`config.mk`:
```
export PLATFORM = sky130hd
export DESIGN_NAME = clock_tree_ctrl
export DESIGN_NICKNAME = d
export VERILOG_FILES = /design/src/clock_tree_pkg.sv /design/src/clock_tree_ctrl.sv /design/src/tick_divider.sv
export VERILOG_INCLUDE_DIRS = /design/src /design/src/src
export SDC_FILE = /design/constraint.sdc
export NUM_CORES = 1
export LEC_CHECK = 0
export ABC_AREA = 0
export BUFFER_PORTS_ARGS = -buffer_cell sky130_fd_sc_hd__buf_2
export CAP_MARGIN = 20
export CELL_PAD_IN_SITES_DETAIL_PLACEMENT = 1
export CELL_PAD_IN_SITES_GLOBAL_PLACEMENT = 1
export CORE_ASPECT_RATIO = 0.6
export CORE_MARGIN = 1.5
export CORE_UTILIZATION = 41
export DETAILED_ROUTE_END_ITERATION = 16
export GPL_TIMING_DRIVEN = 0
export PLACE_DENSITY = 0.85
export SYNTH_ARGS = -nofsm -noshare
export SYNTH_HDL_FRONTEND = slang
export SYNTH_HIERARCHICAL = 1
export SYNTH_SLANG_ARGS = --single-unit
export TNS_END_PERCENT = 10
```
`constraint.sdc`:
```
create_clock -name aclk -period 2.9 [get_ports aclk]
set_clock_uncertainty 0.1 [all_clocks]
set_input_delay 0.145 -clock aclk [delete_from_list [all_inputs] [get_ports aclk]]
set_output_delay 0.145 -clock aclk [all_outputs]
set_load 0.01 [all_outputs]
```
`src/clock_tree_defs.svh`:
```
// register offsets, field positions, reset values and timing counts of the clock tree
// assumes a 200 MHz aclk and a 32-bit AXI4-Lite register port
`ifndef CLOCK_TREE_DEFS_SVH
`define CLOCK_TREE_DEFS_SVH

// ----------------------------------------------------------------
// timing
// ----------------------------------------------------------------
`define CLK_MHZ          200
`define IFRC_MHZ         8
`define IFRC_RATIO       ((`CLK_MHZ / `IFRC_MHZ) - 1)
`define ISRC_KHZ         40
`define ISRC_DIV_DFLT    ((`CLK_MHZ * 1000) / `ISRC_KHZ)
`define IFRC_START_NS    1000
`define IFRC_START_CYC   ((`IFRC_START_NS * `CLK_MHZ + 999) / 1000)
`define ISRC_START_NS    2000
`define ISRC_START_CYC   ((`ISRC_START_NS * `CLK_MHZ + 999) / 1000)
`define PLL_LOCK_US      100
`define PLL_LOCK_DFLT    (`PLL_LOCK_US * `CLK_MHZ)

// ----------------------------------------------------------------
// register offsets
// ----------------------------------------------------------------
`define OFS_CTRL         6'h00
`define OFS_DIV          6'h01
`define OFS_STEP         6'h02
`define OFS_STATUS       6'h03

// ----------------------------------------------------------------
// control register fields
// ----------------------------------------------------------------
`define CTRL_IFRC_ON     0
`define CTRL_ISRC_ON     1
`define CTRL_EFO_ON      2
`define CTRL_ESO_ON      3
`define CTRL_PLL_ON      4
`define CTRL_SEL_LO      8
`define CTRL_RTC_SEL     12
`define CTRL_RST         32'h0000_0001
`define CTRL_MASK        32'h0000_131f

// ----------------------------------------------------------------
// divider register fields
// ----------------------------------------------------------------
`define DIV_MAIN_LO      0
`define DIV_PB1_LO       4
`define DIV_PB2_LO       8
`define DIV_USB_LO       12
`define DIV_RST          32'h0000_0000
`define DIV_MASK         32'h0000_377f
`define MAIN_SHIFT_MAX   4'h8
`define PB_SHIFT_MAX     3'h4

// ----------------------------------------------------------------
// pll step register and status fields
// ----------------------------------------------------------------
`define STEP_RST         32'h0000_0000
`define STEP_MASK        32'h0000_ffff
`define STAT_ACT_LO      8
`define STAT_BUSY        10

`endif

```
`src/clock_tree_pkg.sv`:
```
// types shared by the clock tree files
// assumes clock_tree_defs.svh for numeric constants
package clock_tree_pkg;

  // system clock sources
  typedef enum logic [1:0] {
    SRC_IFRC,
    SRC_EFO,
    SRC_PLL
  } src_t;

  // glitch-free switch states
  typedef enum logic [1:0] {
    SW_RUN,
    SW_WAIT_RDY,
    SW_WAIT_OLD,
    SW_WAIT_NEW
  } sw_state_t;

  // ready flags of all sources
  typedef struct packed {
    logic pll;
    logic eso;
    logic efo;
    logic isrc;
    logic ifrc;
  } osc_rdy_t;

endpackage

```
`src/clock_tree_ctrl.sv`:
```
// clock tree control: sources, glitch-free system mux, bus prescalers, slow and usb ticks
// assumes one 200 MHz aclk; every derived clock is a one-cycle enable on aclk
//
// What this block does
// - four sources: internal fast rc, internal slow rc, external fast, external slow
// - system clock comes from internal fast rc, external fast or pll output
// - main bus and two peripheral buses derived from system clock by prescalers
// - a slow source feeds the real-time clock and independent watchdog
// - usb 48 MHz clock comes from the pll output through its own divider
// - wake from sleep forces the system clock back to internal fast rc
//
// Chosen here: the address map and register access over AXI4-Lite.
`timescale 1ns/1ps
`default_nettype none
`include "clock_tree_defs.svh"

module clock_tree_ctrl #(
  parameter int ISRC_DIV     = `ISRC_DIV_DFLT,
  parameter int PLL_LOCK_CYC = `PLL_LOCK_DFLT
) (
  // clock and reset
  input  wire logic        aclk,
  input  wire logic        aresetn,
  // axi4-lite write
  input  wire logic [7:0]  s_axi_awaddr,
  input  wire logic        s_axi_awvalid,
  output logic             s_axi_awready,
  input  wire logic [31:0] s_axi_wdata,
  input  wire logic [3:0]  s_axi_wstrb,
  input  wire logic        s_axi_wvalid,
  output logic             s_axi_wready,
  output logic [1:0]       s_axi_bresp,
  output logic             s_axi_bvalid,
  input  wire logic        s_axi_bready,
  // axi4-lite read
  input  wire logic [7:0]  s_axi_araddr,
  input  wire logic        s_axi_arvalid,
  output logic             s_axi_arready,
  output logic [31:0]      s_axi_rdata,
  output logic [1:0]       s_axi_rresp,
  output logic             s_axi_rvalid,
  input  wire logic        s_axi_rready,
  // external oscillator pads
  input  wire logic        efo_clk,
  input  wire logic        efo_rdy,
  input  wire logic        eso_clk,
  input  wire logic        eso_rdy,
  output logic             efo_en,
  output logic             eso_en,
  // power control
  input  wire logic        sleep_wake,
  output logic             ifrc_running,
  // clock enables
  output logic             sys_tick,
  output logic             main_tick,
  output logic             pb1_tick,
  output logic             pb2_tick,
  output logic             usb_tick,
  output logic             rtc_tick,
  output logic             wdg_tick
);

  // ----------------------------------------------------------------
  // pad synchronisers
  // ----------------------------------------------------------------
  logic [3:0] pad_s1_r, pad_s2_r, pad_s3_r, pad_f_r, pad_d_r;
  logic [3:0] pad_in;
  logic       efo_tick, eso_tick;

  assign pad_in = {eso_rdy, eso_clk, efo_rdy, efo_clk};

  // three stages, a level counts once stages two and three agree
  always_ff @(posedge aclk) begin
    if (!aresetn) begin
      pad_s1_r <= 4'h0;
      pad_s2_r <= 4'h0;
      pad_s3_r <= 4'h0;
      pad_f_r  <= 4'h0;
      pad_d_r  <= 4'h0;
    end else begin
      pad_s1_r <= pad_in;
      pad_s2_r <= pad_s1_r;
      pad_s3_r <= pad_s2_r;
      pad_f_r  <= (pad_s2_r & pad_s3_r) | (pad_f_r & (pad_s2_r | pad_s3_r));
      pad_d_r  <= pad_f_r;
    end
  end

  // rising edges of the external clocks become ticks
  assign efo_tick = pad_f_r[0] & ~pad_d_r[0] & efo_en;
  assign eso_tick = pad_f_r[2] & ~pad_d_r[2] & eso_en;

  // ----------------------------------------------------------------
  // registers
  // ----------------------------------------------------------------
  logic [31:0]            ctrl_r, div_r, step_r;
  clock_tree_pkg::src_t   act_r, tgt_r, req_src;
  clock_tree_pkg::sw_state_t sw_r;
  clock_tree_pkg::osc_rdy_t  rdy;
  logic [31:0]            force_on;
  logic                   aw_have_r, w_have_r;
  logic [5:0]             aw_idx_r;
  logic [31:0]            wdata_r;
  logic [3:0]             wstrb_r;
  logic                   wr_go;
  logic [5:0]             ar_idx;

  function automatic logic [31:0] merge(input logic [31:0] old, input logic [31:0] nw,
                                        input logic [3:0] be);
    logic [31:0] res;
    res = old;
    for (int i = 0; i < 4; i++) begin
      if (be[i]) begin
        res[i*8 +: 8] = nw[i*8 +: 8];
      end
    end
    return res;
  endfunction

  // unknown select code falls back to internal fast rc
  always_comb begin
    case (ctrl_r[`CTRL_SEL_LO +: 2])
      2'h1:    req_src = clock_tree_pkg::SRC_EFO;
      2'h2:    req_src = clock_tree_pkg::SRC_PLL;
      default: req_src = clock_tree_pkg::SRC_IFRC;
    endcase
  end

  // the source feeding the mux, or about to, cannot be switched off
  always_comb begin
    force_on = 32'h0000_0000;
    case (act_r)
      clock_tree_pkg::SRC_EFO: force_on[`CTRL_EFO_ON] = 1'b1;
      clock_tree_pkg::SRC_PLL: force_on[`CTRL_PLL_ON] = 1'b1;
      default:                 force_on[`CTRL_IFRC_ON] = 1'b1;
    endcase
    if (sw_r == clock_tree_pkg::SW_WAIT_NEW || sw_r == clock_tree_pkg::SW_WAIT_OLD) begin
      case (tgt_r)
        clock_tree_pkg::SRC_EFO: force_on[`CTRL_EFO_ON] = 1'b1;
        clock_tree_pkg::SRC_PLL: force_on[`CTRL_PLL_ON] = 1'b1;
        default:                 force_on[`CTRL_IFRC_ON] = 1'b1;
      endcase
    end
  end

  assign wr_go = aw_have_r & w_have_r & ~s_axi_bvalid;

  // control register; a wake beats a software write in the same cycle
  always_ff @(posedge aclk) begin
    if (!aresetn) begin
      ctrl_r <= `CTRL_RST;
    end else begin
      if (wr_go && aw_idx_r == `OFS_CTRL) begin
        ctrl_r <= (merge(ctrl_r, wdata_r, wstrb_r) & `CTRL_MASK) | force_on;
      end else begin
        ctrl_r <= ctrl_r | force_on;
      end
      if (sleep_wake) begin
        ctrl_r[`CTRL_SEL_LO +: 2] <= 2'h0;
        ctrl_r[`CTRL_IFRC_ON]     <= 1'b1;
      end
    end
  end

  // divider and pll step registers
  always_ff @(posedge aclk) begin
    if (!aresetn) begin
      div_r  <= `DIV_RST;
      step_r <= `STEP_RST;
    end else if (wr_go) begin
      if (aw_idx_r == `OFS_DIV) begin
        div_r <= merge(div_r, wdata_r, wstrb_r) & `DIV_MASK;
      end
      if (aw_idx_r == `OFS_STEP) begin
        step_r <= merge(step_r, wdata_r, wstrb_r) & `STEP_MASK;
      end
    end
  end

  // ----------------------------------------------------------------
  // axi4-lite slave
  // ----------------------------------------------------------------
  // address and data are taken in either order, the response follows both
  always_ff @(posedge aclk) begin
    if (!aresetn) begin
      aw_have_r     <= 1'b0;
      w_have_r      <= 1'b0;
      aw_idx_r      <= 6'h00;
      wdata_r       <= 32'h0000_0000;
      wstrb_r       <= 4'h0;
      s_axi_awready <= 1'b0;
      s_axi_wready  <= 1'b0;
      s_axi_bvalid  <= 1'b0;
      s_axi_bresp   <= 2'h0;
    end else begin
      s_axi_awready <= ~aw_have_r & ~(s_axi_awvalid & s_axi_awready);
      s_axi_wready  <= ~w_have_r & ~(s_axi_wvalid & s_axi_wready);
      if (s_axi_awvalid && s_axi_awready) begin
        aw_have_r <= 1'b1;
        aw_idx_r  <= s_axi_awaddr[7:2];
      end
      if (s_axi_wvalid && s_axi_wready) begin
        w_have_r <= 1'b1;
        wdata_r  <= s_axi_wdata;
        wstrb_r  <= s_axi_wstrb;
      end
      if (wr_go) begin
        s_axi_bvalid <= 1'b1;
        s_axi_bresp  <= (aw_idx_r <= `OFS_STEP) ? 2'h0 : 2'h2;
        aw_have_r    <= 1'b0;
        w_have_r     <= 1'b0;
      end else if (s_axi_bvalid && s_axi_bready) begin
        s_axi_bvalid <= 1'b0;
      end
    end
  end

  assign ar_idx = s_axi_araddr[7:2];

  // one read at a time; status is read-only, unmapped reads zero with slverr
  always_ff @(posedge aclk) begin
    if (!aresetn) begin
      s_axi_arready <= 1'b0;
      s_axi_rvalid  <= 1'b0;
      s_axi_rdata   <= 32'h0000_0000;
      s_axi_rresp   <= 2'h0;
    end else begin
      s_axi_arready <= ~s_axi_rvalid & ~(s_axi_arvalid & s_axi_arready);
      if (s_axi_arvalid && s_axi_arready) begin
        s_axi_rvalid <= 1'b1;
        s_axi_rresp  <= 2'h0;
        case (ar_idx)
          `OFS_CTRL:   s_axi_rdata <= ctrl_r;
          `OFS_DIV:    s_axi_rdata <= div_r;
          `OFS_STEP:   s_axi_rdata <= step_r;
          `OFS_STATUS: s_axi_rdata <= {21'h0, (sw_r != clock_tree_pkg::SW_RUN),
                                       logic'(act_r[1]), logic'(act_r[0]), 3'h0, rdy};
          default: begin
            s_axi_rdata <= 32'h0000_0000;
            s_axi_rresp <= 2'h2;
          end
        endcase
      end else if (s_axi_rvalid && s_axi_rready) begin
        s_axi_rvalid <= 1'b0;
      end
    end
  end

  // ----------------------------------------------------------------
  // sources
  // ----------------------------------------------------------------
  logic [15:0] ifrc_cnt_r, isrc_cnt_r, pll_cnt_r;
  logic [16:0] pll_acc_r;
  logic        ifrc_tick, isrc_tick, pll_tick;

  // startup counters: a source is ready once its settling time has passed
  always_ff @(posedge aclk) begin
    if (!aresetn) begin
      ifrc_cnt_r <= 16'h0000;
      isrc_cnt_r <= 16'h0000;
      pll_cnt_r  <= 16'h0000;
    end else begin
      if (!ctrl_r[`CTRL_IFRC_ON]) ifrc_cnt_r <= 16'h0000;
      else if (!rdy.ifrc) ifrc_cnt_r <= ifrc_cnt_r + 16'h0001;
      if (!ctrl_r[`CTRL_ISRC_ON]) isrc_cnt_r <= 16'h0000;
      else if (!rdy.isrc) isrc_cnt_r <= isrc_cnt_r + 16'h0001;
      if (!ctrl_r[`CTRL_PLL_ON]) pll_cnt_r <= 16'h0000;
      else if (!rdy.pll) pll_cnt_r <= pll_cnt_r + 16'h0001;
    end
  end

  assign rdy.ifrc = ifrc_cnt_r >= 16'(`IFRC_START_CYC);
  assign rdy.isrc = isrc_cnt_r >= 16'(`ISRC_START_CYC);
  assign rdy.efo  = efo_en & pad_f_r[1];
  assign rdy.eso  = eso_en & pad_f_r[3];
  assign rdy.pll  = pll_cnt_r >= 16'(PLL_LOCK_CYC);

  // pll output rate is step/65536 of aclk, carry out is the tick
  always_ff @(posedge aclk) begin
    if (!aresetn) begin
      pll_acc_r <= 17'h0_0000;
    end else if (rdy.pll) begin
      pll_acc_r <= {1'b0, pll_acc_r[15:0]} + {1'b0, step_r[15:0]};
    end else begin
      pll_acc_r <= 17'h0_0000;
    end
  end

  assign pll_tick = pll_acc_r[16];

  // pad enables and fast rc running status
  always_ff @(posedge aclk) begin
    if (!aresetn) begin
      efo_en       <= 1'b0;
      eso_en       <= 1'b0;
      ifrc_running <= 1'b0;
    end else begin
      efo_en       <= ctrl_r[`CTRL_EFO_ON];
      eso_en       <= ctrl_r[`CTRL_ESO_ON];
      ifrc_running <= rdy.ifrc;
    end
  end

  tick_divider #(.W(5)) u_ifrc (
    .aclk     (aclk),
    .aresetn  (aresetn),
    .tick_in  (rdy.ifrc),
    .ratio    (5'(`IFRC_RATIO)),
    .tick_out (ifrc_tick)
  );

  tick_divider #(.W(13)) u_isrc (
    .aclk     (aclk),
    .aresetn  (aresetn),
    .tick_in  (rdy.isrc),
    .ratio    (13'(ISRC_DIV - 1)),
    .tick_out (isrc_tick)
  );

  // ----------------------------------------------------------------
  // glitch-free system clock mux
  // ----------------------------------------------------------------
  function automatic logic src_tk(input clock_tree_pkg::src_t s, input logic a,
                                  input logic b, input logic c);
    case (s)
      clock_tree_pkg::SRC_EFO: return b;
      clock_tree_pkg::SRC_PLL: return c;
      default:                 return a;
    endcase
  endfunction

  function automatic logic src_rd(input clock_tree_pkg::src_t s,
                                  input clock_tree_pkg::osc_rdy_t r);
    case (s)
      clock_tree_pkg::SRC_EFO: return r.efo;
      clock_tree_pkg::SRC_PLL: return r.pll;
      default:                 return r.ifrc;
    endcase
  endfunction

  logic old_tk, new_tk;
  logic new_seen_r;
  assign old_tk = src_tk(act_r, ifrc_tick, efo_tick, pll_tick);
  assign new_tk = src_tk(tgt_r, ifrc_tick, efo_tick, pll_tick);

  // old source ends a whole period; the new one's first tick may sit right
  // behind the old one's, so it is swallowed and the second tick passes
  always_ff @(posedge aclk) begin
    if (!aresetn) begin
      sw_r     <= clock_tree_pkg::SW_RUN;
      act_r    <= clock_tree_pkg::SRC_IFRC;
      tgt_r    <= clock_tree_pkg::SRC_IFRC;
      sys_tick <= 1'b0;
      new_seen_r <= 1'b0;
    end else begin
      sys_tick <= 1'b0;
      case (sw_r)
        clock_tree_pkg::SW_RUN: begin
          sys_tick <= old_tk;
          if (req_src != act_r) sw_r <= clock_tree_pkg::SW_WAIT_RDY;
        end
        clock_tree_pkg::SW_WAIT_RDY: begin
          sys_tick <= old_tk;
          if (req_src == act_r) begin
            sw_r <= clock_tree_pkg::SW_RUN;
          end else if (src_rd(req_src, rdy)) begin
            tgt_r <= req_src;
            sw_r  <= clock_tree_pkg::SW_WAIT_OLD;
          end
        end
        clock_tree_pkg::SW_WAIT_OLD: begin
          sys_tick   <= old_tk;
          new_seen_r <= 1'b0;
          if (old_tk || !src_rd(act_r, rdy)) sw_r <= clock_tree_pkg::SW_WAIT_NEW;
        end
        clock_tree_pkg::SW_WAIT_NEW: begin
          if (new_tk && new_seen_r) begin
            sys_tick <= 1'b1;
            act_r    <= tgt_r;
            sw_r     <= clock_tree_pkg::SW_RUN;
          end else if (new_tk) begin
            new_seen_r <= 1'b1;
          end
        end
        default: sw_r <= clock_tree_pkg::SW_RUN;
      endcase
    end
  end

  // ----------------------------------------------------------------
  // bus prescalers, usb and slow ticks
  // ----------------------------------------------------------------
  logic [3:0] main_sh;
  logic [2:0] pb1_sh, pb2_sh;
  logic [8:0] main_ratio, pb1_ratio, pb2_ratio;

  // power-of-two prescale, oversized codes clamp to the largest ratio
  always_comb begin
    main_sh    = (div_r[`DIV_MAIN_LO +: 4] > `MAIN_SHIFT_MAX) ? `MAIN_SHIFT_MAX
                                                              : div_r[`DIV_MAIN_LO +: 4];
    pb1_sh     = (div_r[`DIV_PB1_LO +: 3] > `PB_SHIFT_MAX) ? `PB_SHIFT_MAX
                                                           : div_r[`DIV_PB1_LO +: 3];
    pb2_sh     = (div_r[`DIV_PB2_LO +: 3] > `PB_SHIFT_MAX) ? `PB_SHIFT_MAX
                                                           : div_r[`DIV_PB2_LO +: 3];
    main_ratio = 9'((10'h001 << main_sh) - 10'h001);
    pb1_ratio  = 9'((10'h001 << pb1_sh) - 10'h001);
    pb2_ratio  = 9'((10'h001 << pb2_sh) - 10'h001);
  end

  // main bus from system clock, peripheral buses from main bus
  tick_divider #(.W(9)) u_main (
    .aclk     (aclk),
    .aresetn  (aresetn),
    .tick_in  (sys_tick),
    .ratio    (main_ratio),
    .tick_out (main_tick)
  );

  tick_divider #(.W(9)) u_pb1 (
    .aclk     (aclk),
    .aresetn  (aresetn),
    .tick_in  (main_tick),
    .ratio    (pb1_ratio),
    .tick_out (pb1_tick)
  );

  tick_divider #(.W(9)) u_pb2 (
    .aclk     (aclk),
    .aresetn  (aresetn),
    .tick_in  (main_tick),
    .ratio    (pb2_ratio),
    .tick_out (pb2_tick)
  );

  // usb reference from the pll output only
  tick_divider #(.W(2)) u_usb (
    .aclk     (aclk),
    .aresetn  (aresetn),
    .tick_in  (pll_tick),
    .ratio    (div_r[`DIV_USB_LO +: 2]),
    .tick_out (usb_tick)
  );

  // rtc takes the selected slow source, the watchdog the internal slow rc
  always_ff @(posedge aclk) begin
    if (!aresetn) begin
      rtc_tick <= 1'b0;
      wdg_tick <= 1'b0;
    end else begin
      rtc_tick <= ctrl_r[`CTRL_RTC_SEL] ? eso_tick : isrc_tick;
      wdg_tick <= isrc_tick;
    end
  end

endmodule

`default_nettype wire

```
`src/tick_divider.sv`:
```
// tick divider: passes one of every ratio+1 input ticks
// assumes tick_in is a one-cycle enable on aclk
`timescale 1ns/1ps
`default_nettype none

module tick_divider #(
  parameter int W = 8
) (
  // clock and reset
  input  wire logic         aclk,
  input  wire logic         aresetn,
  // ticks
  input  wire logic         tick_in,
  input  wire logic [W-1:0] ratio,
  output logic              tick_out
);

  logic [W-1:0] cnt_r;

  // count input ticks, a shrinking ratio takes effect at once
  always_ff @(posedge aclk) begin
    if (!aresetn) begin
      cnt_r    <= '0;
      tick_out <= 1'b0;
    end else begin
      tick_out <= 1'b0;
      if (tick_in) begin
        if (cnt_r >= ratio) begin
          cnt_r    <= '0;
          tick_out <= 1'b1;
        end else begin
          cnt_r <= cnt_r + 1'b1;
        end
      end
    end
  end

endmodule

`default_nettype wire
```
Word-level counts from Yosys, hierarchy flattened. Cells that the tools add are included.

Add/sub/neg operators: 13. Magnitude comparators: 13. Eq/ne operators: 24. Shift operators: 3. Muxes and demuxes: 60. Bitwise gates (word level): 31. Reduce and logical (&&, ||, !) cells: 40.

Operators by type and width (number): 32-bit one-hot mux with 4 select lines (1); 16-bit by 1-bit adder with 16-bit output (second input constant) (3); 5-bit 2-to-1 mux (7); 32-bit 2-to-1 mux (1); 32-bit by 5-bit OR with 32-bit output (1); 1-bit 2-to-1 mux (28); 9-bit by 1-bit adder with 9-bit output (second input constant) (3); 9-bit greater-or-equal comparator (3); 9-bit 2-to-1 mux (3); 9-bit by 1-bit subtractor with 9-bit output (second input constant) (3); 2-bit AND reduction (10); 6-bit by 2-bit equality test with 1-bit output (second input constant) (3); 3-bit AND reduction (6); 1-bit by 3-bit << shifter with 9-bit output (first input constant) (2); 16-bit by 16-bit adder with 17-bit output (1); 16-bit by 15-bit greater-or-equal comparator with 1-bit output (second input constant) (1); 16-bit by 8-bit greater-or-equal comparator with 1-bit output (second input constant) (1); 16-bit by 9-bit greater-or-equal comparator with 1-bit output (second input constant) (1); 2-bit 2-to-1 mux (8); 1-bit AND (14); 13-bit by 1-bit adder with 13-bit output (second input constant) (1); 13-bit greater-or-equal comparator (second input constant) (1); 13-bit 2-to-1 mux (1); 13-bit by 5-bit OR with 13-bit output (1); 34 further kinds (80).

Bits in registers: 277. Logic and storage cells: 234.

Longest topological paths before layout. Gate-level depths: netlist of the first run.

Depth in word-level cells: 10. Depth in mapped cells: 14. Mapped depth without buffers: 14.

Cells and area by module. Netlist of the first run, hierarchy kept.

By module, submodules not included: clock_tree_ctrl (instances 1, cells an instance 853, area an instance 7990.2 um^2); tick_divider at u_main ... (instances 3, cells an instance 85, area an instance 724.4 um^2); tick_divider at u_isrc (instances 1, cells an instance 126, area an instance 1032.2 um^2); tick_divider at u_ifrc (instances 1, cells an instance 44, area an instance 392.9 um^2); tick_divider at u_usb (instances 1, cells an instance 21, area an instance 176.4 um^2).

Worst setup path before layout of the first run. No wires, ideal clock.

Kind: register to register. Start point: reg div_r[2]. End point: reg u_main.tick_out. Setup time: 0.115 ns. Arrival time: 2.686 ns. Data required time: 2.685 ns. Path slack: -0.002 ns. Stages on the path, launching flop included: 14. Path buffers: 0. Clock period less this slack: 2.902 ns. Cell sequence: dfxtp_1 or2_2 or3_1 ha_1 nor3_1 a21oi_1 o21ai_0 inv_1 ha_1 a21oi_1 nor2_1 a211oi_4 o21ai_2 and3_1.

Word-level cells in the longest chain between the ends: 6.

Ends and longest elaborated chain: start, declared (line clock_tree_ctrl.sv:96) `logic [31:0] ctrl_r, div_r, step_r;`; start signal, assigned (line clock_tree_ctrl.sv:168) `` div_r <= `DIV_RST; ``; start signal, assigned (line clock_tree_ctrl.sv:172) `` div_r <= merge(div_r, wdata_r, wstrb_r) & `DIV_MASK; ``; 4-bit greater-than comparator (no line); 4-bit 2-to-1 mux * (line clock_tree_ctrl.sv:399) `` main_sh = (div_r[`DIV_MAIN_LO +: 4] > `MAIN_SHIFT_MAX) ? `MAIN_SHIFT_MAX ``; 1-bit by 4-bit << shifter with 9-bit output * (line clock_tree_ctrl.sv:405) `main_ratio = 9'((10'h001 << main_sh) - 10'h001);`; 9-bit by 1-bit subtractor with 9-bit output * (line clock_tree_ctrl.sv:405); net main_ratio[3] (line clock_tree_ctrl.sv:395) `logic [8:0] main_ratio, pb1_ratio, pb2_ratio;`; 9-bit greater-or-equal comparator * (line tick_divider.sv:28) `if (cnt_r >= ratio) begin`; 1-bit 2-to-1 mux * (line tick_divider.sv:28); end signal, assigned (line tick_divider.sv:24) `tick_out <= 1'b0;`; end signal, assigned (line tick_divider.sv:26) `tick_out <= 1'b0;`; end signal, assigned (line tick_divider.sv:30) `tick_out <= 1'b1;`; end, declared (line tick_divider.sv:15) `output logic tick_out`.

The timed path passes the listed nets; every way through them passes the cells marked *. A chain may end at the register's enable or synchronous reset.

Worst setup path after layout of the first run.
Start point: reg div_r[2]. End point: reg u_main.cnt_r[0].

Word-level cells in the longest chain between the ends: 6.

Ends and longest elaborated chain: 4-bit greater-than comparator (no line); 4-bit 2-to-1 mux * (line clock_tree_ctrl.sv:399); 1-bit by 4-bit << shifter with 9-bit output * (line clock_tree_ctrl.sv:405); 9-bit by 1-bit subtractor with 9-bit output * (line clock_tree_ctrl.sv:405); net main_ratio[3] (line clock_tree_ctrl.sv:395); 9-bit greater-or-equal comparator * (line tick_divider.sv:28); 9-bit 2-to-1 mux * (line tick_divider.sv:28); end signal, assigned (line tick_divider.sv:32) `cnt_r <= cnt_r + 1'b1;`; end, declared (line tick_divider.sv:18) `logic [W-1:0] cnt_r;`.

Marks and branches as above.

==> metrics.md, run 1 <==
| Metric | Value |
|---|---|
| Failing checks | `setup timing` |
| RSZ-0062 raised after global routing | `yes` |
| Clk_lat worst skew | `0.54 ns` |
| Slew margin rel. | `0.517` |
| Number of flops mapped to enable cells by yosys | `0` |
| Core footprint | `27,900 um^2` |
| HPWL after detailed placement | `24.8 mm` |
| Logic pwr share | `0.054` |
| Setup crit start kind | `flop` |
| GRT Resource Usage Total | `0.234` |
| Flop pwr share | `0.488` |
| Int Power | `5120 uW` |
| Maximum VDD drop | `0.000360 V` |
| Fin. max-slew vios | `0` |
| Clock power frac | `0.458` |
| Max-Cap Viols | `0` |
| Crit Path Max Fanout | `4` |
| Post-synth ARST share | `0` |
| Vias | `10,100` |
| Placed insts | `1,784` |
| Endpoints failing hold | `0` |
| Initial core utilization | `0.422` |
| Initial antenna violation count | `1` |
| Global-route wire length before repair | `56.6 mm` |
| Largest net degree at the start of global routing | `32` |
| Clock root buffer | `clkbuf_16` |
| Syn. warnings | `6` |
| Setup Crit Path Kind | `reg -> reg` |
| Worst-margin pin slew | `0.722 ns` |
| PwrDens | `479 nW/um^2` |
| Min-delay worst type | `in -> reg` |
| Area grow syn2layout | `19.3%` |
| Crit share post-route | `1.02` |
| Layout cells sized above 1 | `0.131` |
| Area share of the leading cell type in the synthesized netlist | `0.398` |
| Pleak | `0.00588 uW` |
| Post-DP Area | `12,800 um^2` |
| Fmax | `336 MHz` |
| Final Setup Violations | `9` |
| Die Y | `134 um` |
| Gpl congestion | `0.848` |
| Vias per cell | `5.41` |
| WL/cell | `18.7 um` |
| Num ports | `115` |
| CTS tree | `built` |
| Synth Flop Type | `dfxtp_1` |
| Clk slew on worst S/H paths | `0.07 ns` |
| Seq/Total Area, Yosys | `0.398` |
| Register Area | `4690 um^2` |
| Status | `finished, violations left` |
| Switching Fraction | `0.239` |
| Die ar. | `29,800 um^2` |
| Non-filler cells, final | `1,873` |
| Synth Register Bits | `234` |
| Post-synth cell types | `77` |
| Num CTS Buffers | `24` |
| Antenna Cells | `0` |
| Nets@finish | `1,637` |
| Vias in the first global route | `10,600` |
| DRT Pass-1 Iters | `5` |
| Cell row count | `47` |
| # DRC | `0` |
| Finished Cell Area | `14,000 um^2` |
| Worst Path Required | `3.26 ns` |
| Crit end category | `flop` |
| Grt total ovfl | `0` |
| Synth Cell Area | `11,800 um^2` |
| Switch Pwr | `1610 uW` |
| Clock sink count | `234` |
| Initial DRC count | `504` |
| Post-Route WL | `34.9 mm` |
| Tmin final | `2.97 ns` |
| IO Port Bufs | `73` |
| PnR worst setup slack | `-0.0725 ns` |
| Syn Inst Count | `1,299` |
| Chip width | `222 um` |
| Most area-consuming cells after synthesis | `dfxtp_1 40%, ha_1 8.8%, nand2_1 4.8%, nor2_1 3.3%, mux2i_1 3.1%` |
| Clock buffer depth | `3` |
| Fillcell total | `3,291` |
| H-tree level count | `1` |
| Worst Path Arrival | `3.33 ns` |
| Area of the multi-input gates | `6690 um^2` |
| Syn_area_per_cell | `9.06 um^2` |
| Remaining antenna violation count | `0` |
| Area leader, netlist | `dfxtp_1` |
[per-layer routing]
metal,part of all wire,track usage
met1,0.47,0.309
met2,0.46,0.398
met3,0.043,0.0377
met4,0.026,0.0681
met5,0,0
[worst max-delay path, cell delays in order (launching register included)]
cell	delay (ns)
dfxtp_4	0.35
or2_4	0.27
or3_4	0.36
ha_4	0.19
nor3_2	0.09
a21oi_1	0.05
o21ai_1	0.17
inv_1	0.11
ha_4	0.25
a21oi_2	0.13
nor2_2	0.07
a211oi_4	0.28
buf_4	0.20
o2111ai_1	0.10
a21oi_1	0.18
[state kept, by name, summed over array words and instances (netlist names), 12 cells and up]
name / flops
div_r: 12
u_isrc/cnt_r: 13
pll_acc_r: 17
wdata_r: 16
step_r: 16
ifrc_cnt_r: 16
isrc_cnt_r: 16
pll_cnt_r: 16
s_axi_rdata: 16
[cell usage in the layout (no fill, tap or decap), drive strengths merged, types with 8 or more instances in the layout]
cell type / netlist / routed
dfxtp: 234 / 234
nand2: 152 / 152
buf: 28 / 108
nor2: 106 / 106
ha: 83 / 83
inv: 75 / 75
clkbuf: 32 / 68
a21oi: 48 / 48
conb: 2 / 47
nand3: 42 / 42
nor2b: 41 / 41
xor2: 39 / 39
a21boi: 39 / 39
dlygate4sd3: 0 / 39
o21ai: 38 / 38
mux2i: 36 / 36
and3: 34 / 34
a211oi: 28 / 28
and2: 25 / 25
nand4: 25 / 25
xnor2: 22 / 22
nor3: 17 / 17
o2111ai: 16 / 16
a21o: 14 / 14
nand2b: 13 / 13
a22oi: 12 / 12
a31oi: 8 / 8
[metrics by stage]
stage          utilization  hold WS (ns)  setup TNS [ns]  power [uW]  setup WS, ns
2_1_floorplan            -         0.153               0        3550        0.0507
3_3_place_gp         0.458         0.257           -3.28        3650        -0.434
3_5_place_dp         0.458         0.260           -4.70        3660        -0.567
4_1_cts              0.503       0.00663          -0.184        6760       -0.0445
5_1_grt              0.503        0.0422           -1.41        6950        -0.177
6_report             0.503        0.0250          -0.515        6730       -0.0725
[power groups by stage]
stage          logic [uW]  registers, uW  clock network (uW)
2_1_floorplan         199           3350                   0
3_3_place_gp          295           3350                   0
3_5_place_dp          308           3360                   0
4_1_cts               351           3280                3120
5_1_grt               398           3290                3260
6_report              363           3280                3080
[path summary, 6_finish.rpt]
check | startpoint | slack (ns) | depth (start not counted) | end
worst max-delay path | div_r[2]$_SDFFE_PN0P_ | -0.07 | 14 | u_main/cnt_r[0]$_SDFFE_PN0P_
worst min-delay path | s_axi_araddr[2] | 0.03 | 3 | s_axi_rdata[0]$_SDFFE_PN0P_
worst max register to register | div_r[2]$_SDFFE_PN0P_ | -0.07 | 14 | u_main/cnt_r[0]$_SDFFE_PN0P_
worst min register to register | pad_d_r[2]$_SDFF_PN0_ | 0.33 | 1 | rtc_tick$_SDFF_PN0_
[area by class of cell]
type                    instances  area share
plain buffers                  60      0.0231
clock buffers                  36      0.0511
clock inverters                 7     0.00366
inverters                      76      0.0203
multi-input cells             974       0.477
flip-flops and latches        234       0.334
well taps                     367      0.0327
repair buffers                119      0.0579
[synthesized netlist by cell type, types with 23 or more instances]
cell type and n:
nand3_1 42, nand4_1 23, xor2_1 39, a21boi_0 39, inv_1 74, and2_1 25
dfxtp_1 234, clkbuf_1 31, nor2b_1 41, and3_1 34, ha_1 83, nor2_1 104
mux2i_1 36, nand2_1 151, o21ai_0 31, a21oi_1 47
[repair_timing]
item / CTS / global route
endpoints found under the hold margin: 36 / 0
cloned: 0 / 0
resized for setup: 13 / 2
endpoints found under the setup margin: 10 / 10
hold buffers: 39 / 0
pin swaps: 9 / 2
setup buffers: 7 / 0
[cells by family after synthesis]
group	share of synthesized area
simple gates	0.217
compound gates	0.153
flops	0.398
buf+inv	0.0518
fa+ha+maj	0.0900
xor+xnor	0.0454
mux	0.0440
other cells	0.000638
No activity file was read; power rests on OpenSTA's default activity.
==> inputs of run 2 (changes only) <==
Settings changed: GPL_TIMING_DRIVEN 0 to default.
==> metrics.md, run 2 (same netlist as run 1, synthesis figures left out) <==
| Metric | Value |
|---|---|
| Core footprint | `27,900 um^2 (unchanged)` |
| H-tree level count | `1 (unchanged)` |
| Clock sink count | `234 (unchanged)` |
| Post-DP Area | `12,600 um^2 (-1.5%)` |
| Most common cell after layout, fill and taps aside | `dfxtp_1` |
| PwrDens | `494 nW/um^2 (+3.0%)` |
| DRT Pass-1 Iters | `5 (unchanged)` |
| Clock buffer depth | `3 (unchanged)` |
| Clock root buffer | `clkbuf_16` |
| Finished Cell Area | `14,000 um^2 (about the same)` |
| Initial DRC count | `715 (+42%)` |
| HPWL after detailed placement | `23.2 mm (-6.3%)` |
| Status | `finished, violations left` |
| GRT Resource Usage Total | `0.235 (+0.000826)` |
| CP peak stage delay | `0.35 ns (about the same)` |
| Worst-margin pin slew | `0.833 ns (+0.111 ns)` |
| Setup crit start kind | `flop` |
| CP Buf/Inv Count | `2 (unchanged)` |
| Num ports | `115 (unchanged)` |
| Failing checks | `setup timing` |
| CP cell instances | `or2_4 -> or3_4 -> ha_4 -> nor3_4 -> a21oi_4 -> o21ai_2 -> inv_2 -> ha_4 -> a21oi_4 -> nor2_2 -> a211oi_4 -> buf_4 -> o2111ai_1 -> a31oi_1` |
| Crit path to | `u_main/cnt_r[3]$_SDFFE_PN0P_` |
| Vias per cell | `5.49 (+1.3%)` |
| WL/cell | `19.5 um (+4.3%)` |
| DP Worst Slack | `-0.300 ns (+0.267 ns)` |
| Crit-path slowest cell | `or3_4` |
| Top Family by Delay on Critical Path | `compound AO/OA/AOI/OAI gates` |
| Setup Crit Path Kind | `reg -> reg` |
| Num CTS Buffers | `24 (unchanged)` |
| Worst Setup SP | `div_r[2]$_SDFFE_PN0P_` |
| RR Startpoint | `div_r[2]$_SDFFE_PN0P_` |
| Chip width | `222 um (unchanged)` |
| Max reg flops | `17 (unchanged)` |
| Worst Path Arrival | `3.33 ns (about the same)` |
| Vias in the first global route | `10,600 (-0.34%)` |
| Worst reg2reg path depth | `14 (unchanged)` |
| Pleak | `0.00586 uW (-0.41%)` |
| Initial antenna violation count | `1 (unchanged)` |
| Max-Cap Viols | `0 (unchanged)` |
| PnR worst setup slack | `-0.0780 ns (-0.00551 ns)` |
| Area grow syn2layout | `19.2% (about the same)` |
| # DRC | `0 (unchanged)` |
| Pwr Total | `6930 uW (+2.9%)` |
| Die Y | `134 um (unchanged)` |
| Post-Route WL | `35.7 mm (+2.2%)` |
| Fmax | `336 MHz (-0.18%)` |
| Fin. max-slew vios | `0 (unchanged)` |
| Largest net degree at the start of global routing | `76 (+140%)` |
| Clk_lat worst skew | `0.54 ns (about the same)` |
| Grt total ovfl | `0 (unchanged)` |
| Gpl congestion | `0.872 (+2.9%)` |
| Die ar. | `29,800 um^2 (unchanged)` |
| Global-route wire length before repair | `56.6 mm (about the same)` |
| Worst Path Required | `3.25 ns (about the same)` |
| Maximum VDD drop | `0.000349 V (-3.1%)` |
| CTS tree | `built` |
| Worst reg2reg path endpoint | `u_main/cnt_r[3]$_SDFFE_PN0P_` |
| Most frequent cells in the layout | `233 x dfxtp_1, 150 x nand2_1, 102 x nor2_1, 80 x ha_1, 73 x buf_2` |
| Tmin final | `2.98 ns (+0.00551 ns)` |
| Remaining antenna violation count | `0 (unchanged)` |
| Most flops, register | `pll_acc_r` |
| Vias | `10,100 (-0.79%)` |
| R2R Setup Slk | `-0.08 ns (about the same)` |
| Layout cells sized above 1 | `0.138 (+0.00698)` |
| Critical path depth | `14 (unchanged)` |
| Min-delay worst type | `in -> reg` |
| Slew margin rel. | `0.445 (-0.0725)` |
| RSZ-0062 raised after global routing | `yes` |
| Crit end category | `flop` |
| Setup TNS Final | `-0.352 ns (+0.164 ns)` |
| WHS | `0.0502 ns (+0.0252 ns)` |
| Cell row count | `47 (unchanged)` |
| Nets@finish | `1,596 (-2.5%)` |
| Endpoints failing hold | `0 (unchanged)` |
| Final Setup Violations | `7 (-2)` |
| Crit Path Max Fanout | `3 (-1)` |
| Crit share post-route | `1.03 (+0.00190)` |
| Clk slew on worst S/H paths | `0.07 ns (about the same)` |
| IO Port Bufs | `74 (+1.4%)` |
| Initial core utilization | `0.422 (unchanged)` |
## run 2: cell types whose count changed in the layout (fill, tap and decap cells not counted), moves of 3 or more
cell / delta
buf_4: -6
bufinv_16: +3
clkbuf_1: -29
buf_1: -4
a21oi_1: -4
## run 2: stage by stage
step | cells | util
floorplan | 1344 | -
global placement | 1740 | 0.451
detailed placement | 1740 | 0.451
CTS | 1829 | 0.499
global route | 1833 | 0.503
finish | 1834 | 0.503
## run 2: power by group
part	internal (uW)	switching (uW)	total, uW
registers	3250	39.8	3290
logic	138	192	330
clock network	1980	1330	3300
## run 2: how the worst min path moves through the flow
stage	start	endpoint	cells after the start
finish	aresetn	u_isrc/cnt_r[6]$_SDFFE_PN0P_	3
global route	aresetn	u_isrc/cnt_r[3]$_SDFFE_PN0P_	3
CTS	aresetn	u_isrc/cnt_r[6]$_SDFFE_PN0P_	3
detailed placement	efo_rdy	pad_s1_r[1]$_SDFF_PN0_	2
global placement	eso_clk	pad_s1_r[2]$_SDFF_PN0_	2
floorplan	aresetn	u_usb/cnt_r[1]$_SDFFE_PN0P_	2
## run 2: repair_timing
item	CTS	global route
resized for setup	15	17
endpoints found under the setup margin	10	11
hold buffers	39	0
pin swaps	15	10
buffers inserted	6	4
hold endpoints to repair	36	0
## run 2: area by class of cell
type / instances / area (um^2)
fill: 3239 / 13900
multi-input combinational: 974 / 6790
sequential: 234 / 4690
timing repair buffer: 138 / 975
clock buffer: 38 / 724
tap: 367 / 459
inverter: 76 / 285
clock inverter: 6 / 105
antenna: 1 / 2.50
## run 2: routing by layer
metal | part of all wire | wire [um] | global-route usage
met4 | 0.024 | 846 | 0.0620
met1 | 0.44 | 15900 | 0.303
met5 | 0.00036 | 13 | 0
met3 | 0.056 | 2010 | 0.0488
met2 | 0.48 | 17000 | 0.403
## run 2: worst register-to-register path: stages, from the launching register on
cell       delay, ns
dfxtp_2         0.32
or2_4           0.24
or3_4           0.35
ha_4            0.19
nor3_4          0.20
a21oi_4         0.06
o21ai_2         0.14
inv_2           0.08
ha_4            0.24
a21oi_4         0.16
nor2_2          0.06
a211oi_4        0.25
buf_4           0.18
o2111ai_1       0.12
a31oi_1         0.23
==> inputs of run 3 (changes only) <==
Settings changed: PLACE_DENSITY 0.85 to 0.78.
==> metrics.md, run 3 (same netlist as run 1, synthesis figures left out) <==
| Metric | Value |
|---|---|
| Status | `finished, violations left` |
| Failing checks | `setup timing` |
| Setup crit start kind | `flop` |
| Nets@finish | `1,599 (+0.19%)` |
| Grt total ovfl | `0 (unchanged)` |
| Int Power | `5380 uW (+0.21%)` |
| # DRC | `0 (unchanged)` |
| Num CTS Buffers | `24 (unchanged)` |
| Vias | `9,825 (-2.3%)` |
| Largest net degree at the start of global routing | `91 (+20%)` |
| Slew margin rel. | `0.476 (+0.0318)` |
| Clock root buffer | `clkbuf_16` |
| Post-layout util | `0.503 (about the same)` |
| Min-delay worst type | `in -> reg` |
| Final Setup Violations | `4 (-3)` |
| Num ports | `115 (unchanged)` |
| Pleak | `0.00586 uW (about the same)` |
| Endpoints failing hold | `0 (unchanged)` |
| Crit end category | `flop` |
| Tmin final | `2.94 ns (-0.0417 ns)` |
| Worst Setup SP | `div_r[2]$_SDFFE_PN0P_` |
| Placed insts | `1,745 (+0.29%)` |
| Gpl congestion | `0.863 (-0.99%)` |
| Crit Path Max Fanout | `5 (+2)` |
| DRT Pass-1 Iters | `4 (-1)` |
| Pwr Total | `7020 uW (+1.3%)` |
| RSZ-0062 raised after global routing | `yes` |
| Max reg flops | `17 (unchanged)` |
| Most common cell after layout, fill and taps aside | `dfxtp_1` |
| Switch Pwr | `1640 uW (+5.2%)` |
| Post-Route WL | `33.7 mm (-5.5%)` |
| Worst hold start | `s_axi_araddr[5]` |
| Maximum VDD drop | `0.000377 V (+8.0%)` |
| Clock buffer depth | `3 (unchanged)` |
| Crit-path slowest cell | `or3_4` |
| Area grow syn2layout | `19.2% (about the same)` |
| Crit share post-route | `1.01 (-0.0144)` |
| Clock sink count | `234 (unchanged)` |
| PwrDens | `500 nW/um^2 (+1.3%)` |
| Worst Path Arrival | `3.30 ns (-0.03 ns)` |
| Initial core utilization | `0.422 (unchanged)` |
| Logic pwr share | `0.047 (about the same)` |
| Fmax | `341 MHz (+1.4%)` |
| H-tree level count | `1 (unchanged)` |
| Fillcell total | `3,264 (+0.77%)` |
| Switching Fraction | `0.234 (+0.00864)` |
| RR Startpoint | `div_r[2]$_SDFFE_PN0P_` |
| Worst Path Required | `3.27 ns (+0.02 ns)` |
| CP cell instances | `or2_4 -> or3_4 -> ha_4 -> buf_6 -> xor2_2 -> inv_2 -> ha_4 -> a41o_1 -> a211oi_4 -> buf_6 -> o2111ai_2 -> a31oi_1` |
| Die Y | `134 um (unchanged)` |
| PnR worst setup slack | `-0.0363 ns (+0.0417 ns)` |
| WL/cell | `18.4 um (-5.6%)` |
| HPWL after detailed placement | `23.1 mm (-0.68%)` |
| Most frequent cells in the layout | `233 x dfxtp_1, 151 x nand2_1, 102 x nor2_1, 80 x ha_1` |
| GRT Resource Usage Total | `0.228 (-0.00771)` |
| Fin. max-slew vios | `0 (unchanged)` |
| Worst-margin pin slew | `0.785 ns (-0.0477 ns)` |
| Remaining antenna violation count | `0 (unchanged)` |
| CTS tree | `built` |
| Initial DRC count | `548 (-23%)` |
| Non-filler cells, final | `1,836 (+0.11%)` |
| Most flops, register | `pll_acc_r` |
| Initial antenna violation count | `1 (unchanged)` |
| Global-route wire length before repair | `55.1 mm (-2.7%)` |
| IO Port Bufs | `74 (unchanged)` |
| Cell row count | `47 (unchanged)` |
| WHS | `0.0911 ns (+0.0409 ns)` |
| Layout cells sized above 1 | `0.140 (+0.00176)` |
| Clk slew on worst S/H paths | `0.07 ns (about the same)` |
| Clk_lat worst skew | `0.55 ns (about the same)` |
| Die ar. | `29,800 um^2 (unchanged)` |
| Vias in the first global route | `10,400 (-2.2%)` |
| Top Family by Delay on Critical Path | `compound AO/OA/AOI/OAI gates` |
| Clock power frac | `0.485 (+0.008)` |
| CP Buf/Inv Count | `3 (+1)` |
| Flop pwr share | `0.469 (-0.006)` |
| CP peak stage delay | `0.35 ns (about the same)` |
| Max-Cap Viols | `0 (unchanged)` |
| Setup Crit Path Kind | `reg -> reg` |
| Chip width | `222 um (unchanged)` |
| Antenna Cells | `0 (-1)` |
| DP Worst Slack | `-0.227 ns (+0.0737 ns)` |
| Core footprint | `27,900 um^2 (unchanged)` |
| Vias per cell | `5.35 (-2.4%)` |
==> run 3: through the flow <==
| stage | setup TNS [ns] | area [um^2] |
|---|---|---|
| final | -0.0932 | 14000 |
| after global routing | -0.902 | 14000 |
| after CTS | 0 | 14000 |
| after detailed placement | -1.43 | 12600 |
| after global placement | -0.196 | 12600 |
| after floorplan | 0 | 11900 |
==> run 3: power groups by stage <==
| stage | Sequential [uW] | Clock, uW | Combinational [uW] |
|---|---|---|---|
| 5_1_grt | 3290 | 3590 | 363 |
| 3_5_place_dp | 3360 | 0 | 272 |
| 6_report | 3290 | 3400 | 328 |
| 2_1_floorplan | 3350 | 0 | 199 |
| 3_3_place_gp | 3360 | 0 | 263 |
| 4_1_cts | 3290 | 3460 | 317 |
==> run 3: per-layer routing <==
| layer | routed length [um] | track usage | vias up |
|---|---|---|---|
| met2 | 15800 | 0.384 | 196 |
| met3 | 1320 | 0.0346 | 42 |
| met5 | 0 | 0 | - |
| met4 | 566 | 0.0548 | 0 |
| met1 | 16000 | 0.306 | 4814 |
| li1 | - | - | 4773 |
==> run 3: path summary, 6_finish.rpt <==
kind	end	slack, ns	depth (start not counted)
worst max-delay path	u_main/cnt_r[3]$_SDFFE_PN0P_	-0.04	12
worst min-delay path	s_axi_rresp[1]$_SDFFE_PN0P_	0.09	4
worst max register to register	u_main/cnt_r[3]$_SDFFE_PN0P_	-0.04	12
worst min register to register	rtc_tick$_SDFF_PN0_	0.32	1
==> run 3: repair_timing <==
action	CTS	global route
hold buffers	41	0
gates resized for setup	14	8
endpoints found under the hold margin	47	0
pin swaps	10	9
setup buffers	5	1
setup endpoints to repair	10	10
==> run 3: area by class of cell <==
| class | count | area [um^2] | area share |
|---|---|---|---|
| repair buffers | 141 | 1000 | 0.0714 |
| multi-input cells | 974 | 6730 | 0.480 |
| clock buffers | 28 | 656 | 0.0467 |
| flip-flops and latches | 234 | 4690 | 0.334 |
| well taps | 367 | 459 | 0.0327 |
| inverters | 76 | 285 | 0.0203 |
| clock inverters | 16 | 206 | 0.0147 |
==> run 3: worst register-to-register path, cell delays in order (launching register included) <==
cell and delay, ns:
dfxtp_2 0.32, or2_4 0.25, or3_4 0.35, ha_4 0.19
buf_6 0.13, xor2_2 0.17, inv_2 0.12, ha_4 0.23
a41o_1 0.21, a211oi_4 0.33, buf_6 0.18, o2111ai_2 0.12
a31oi_1 0.18
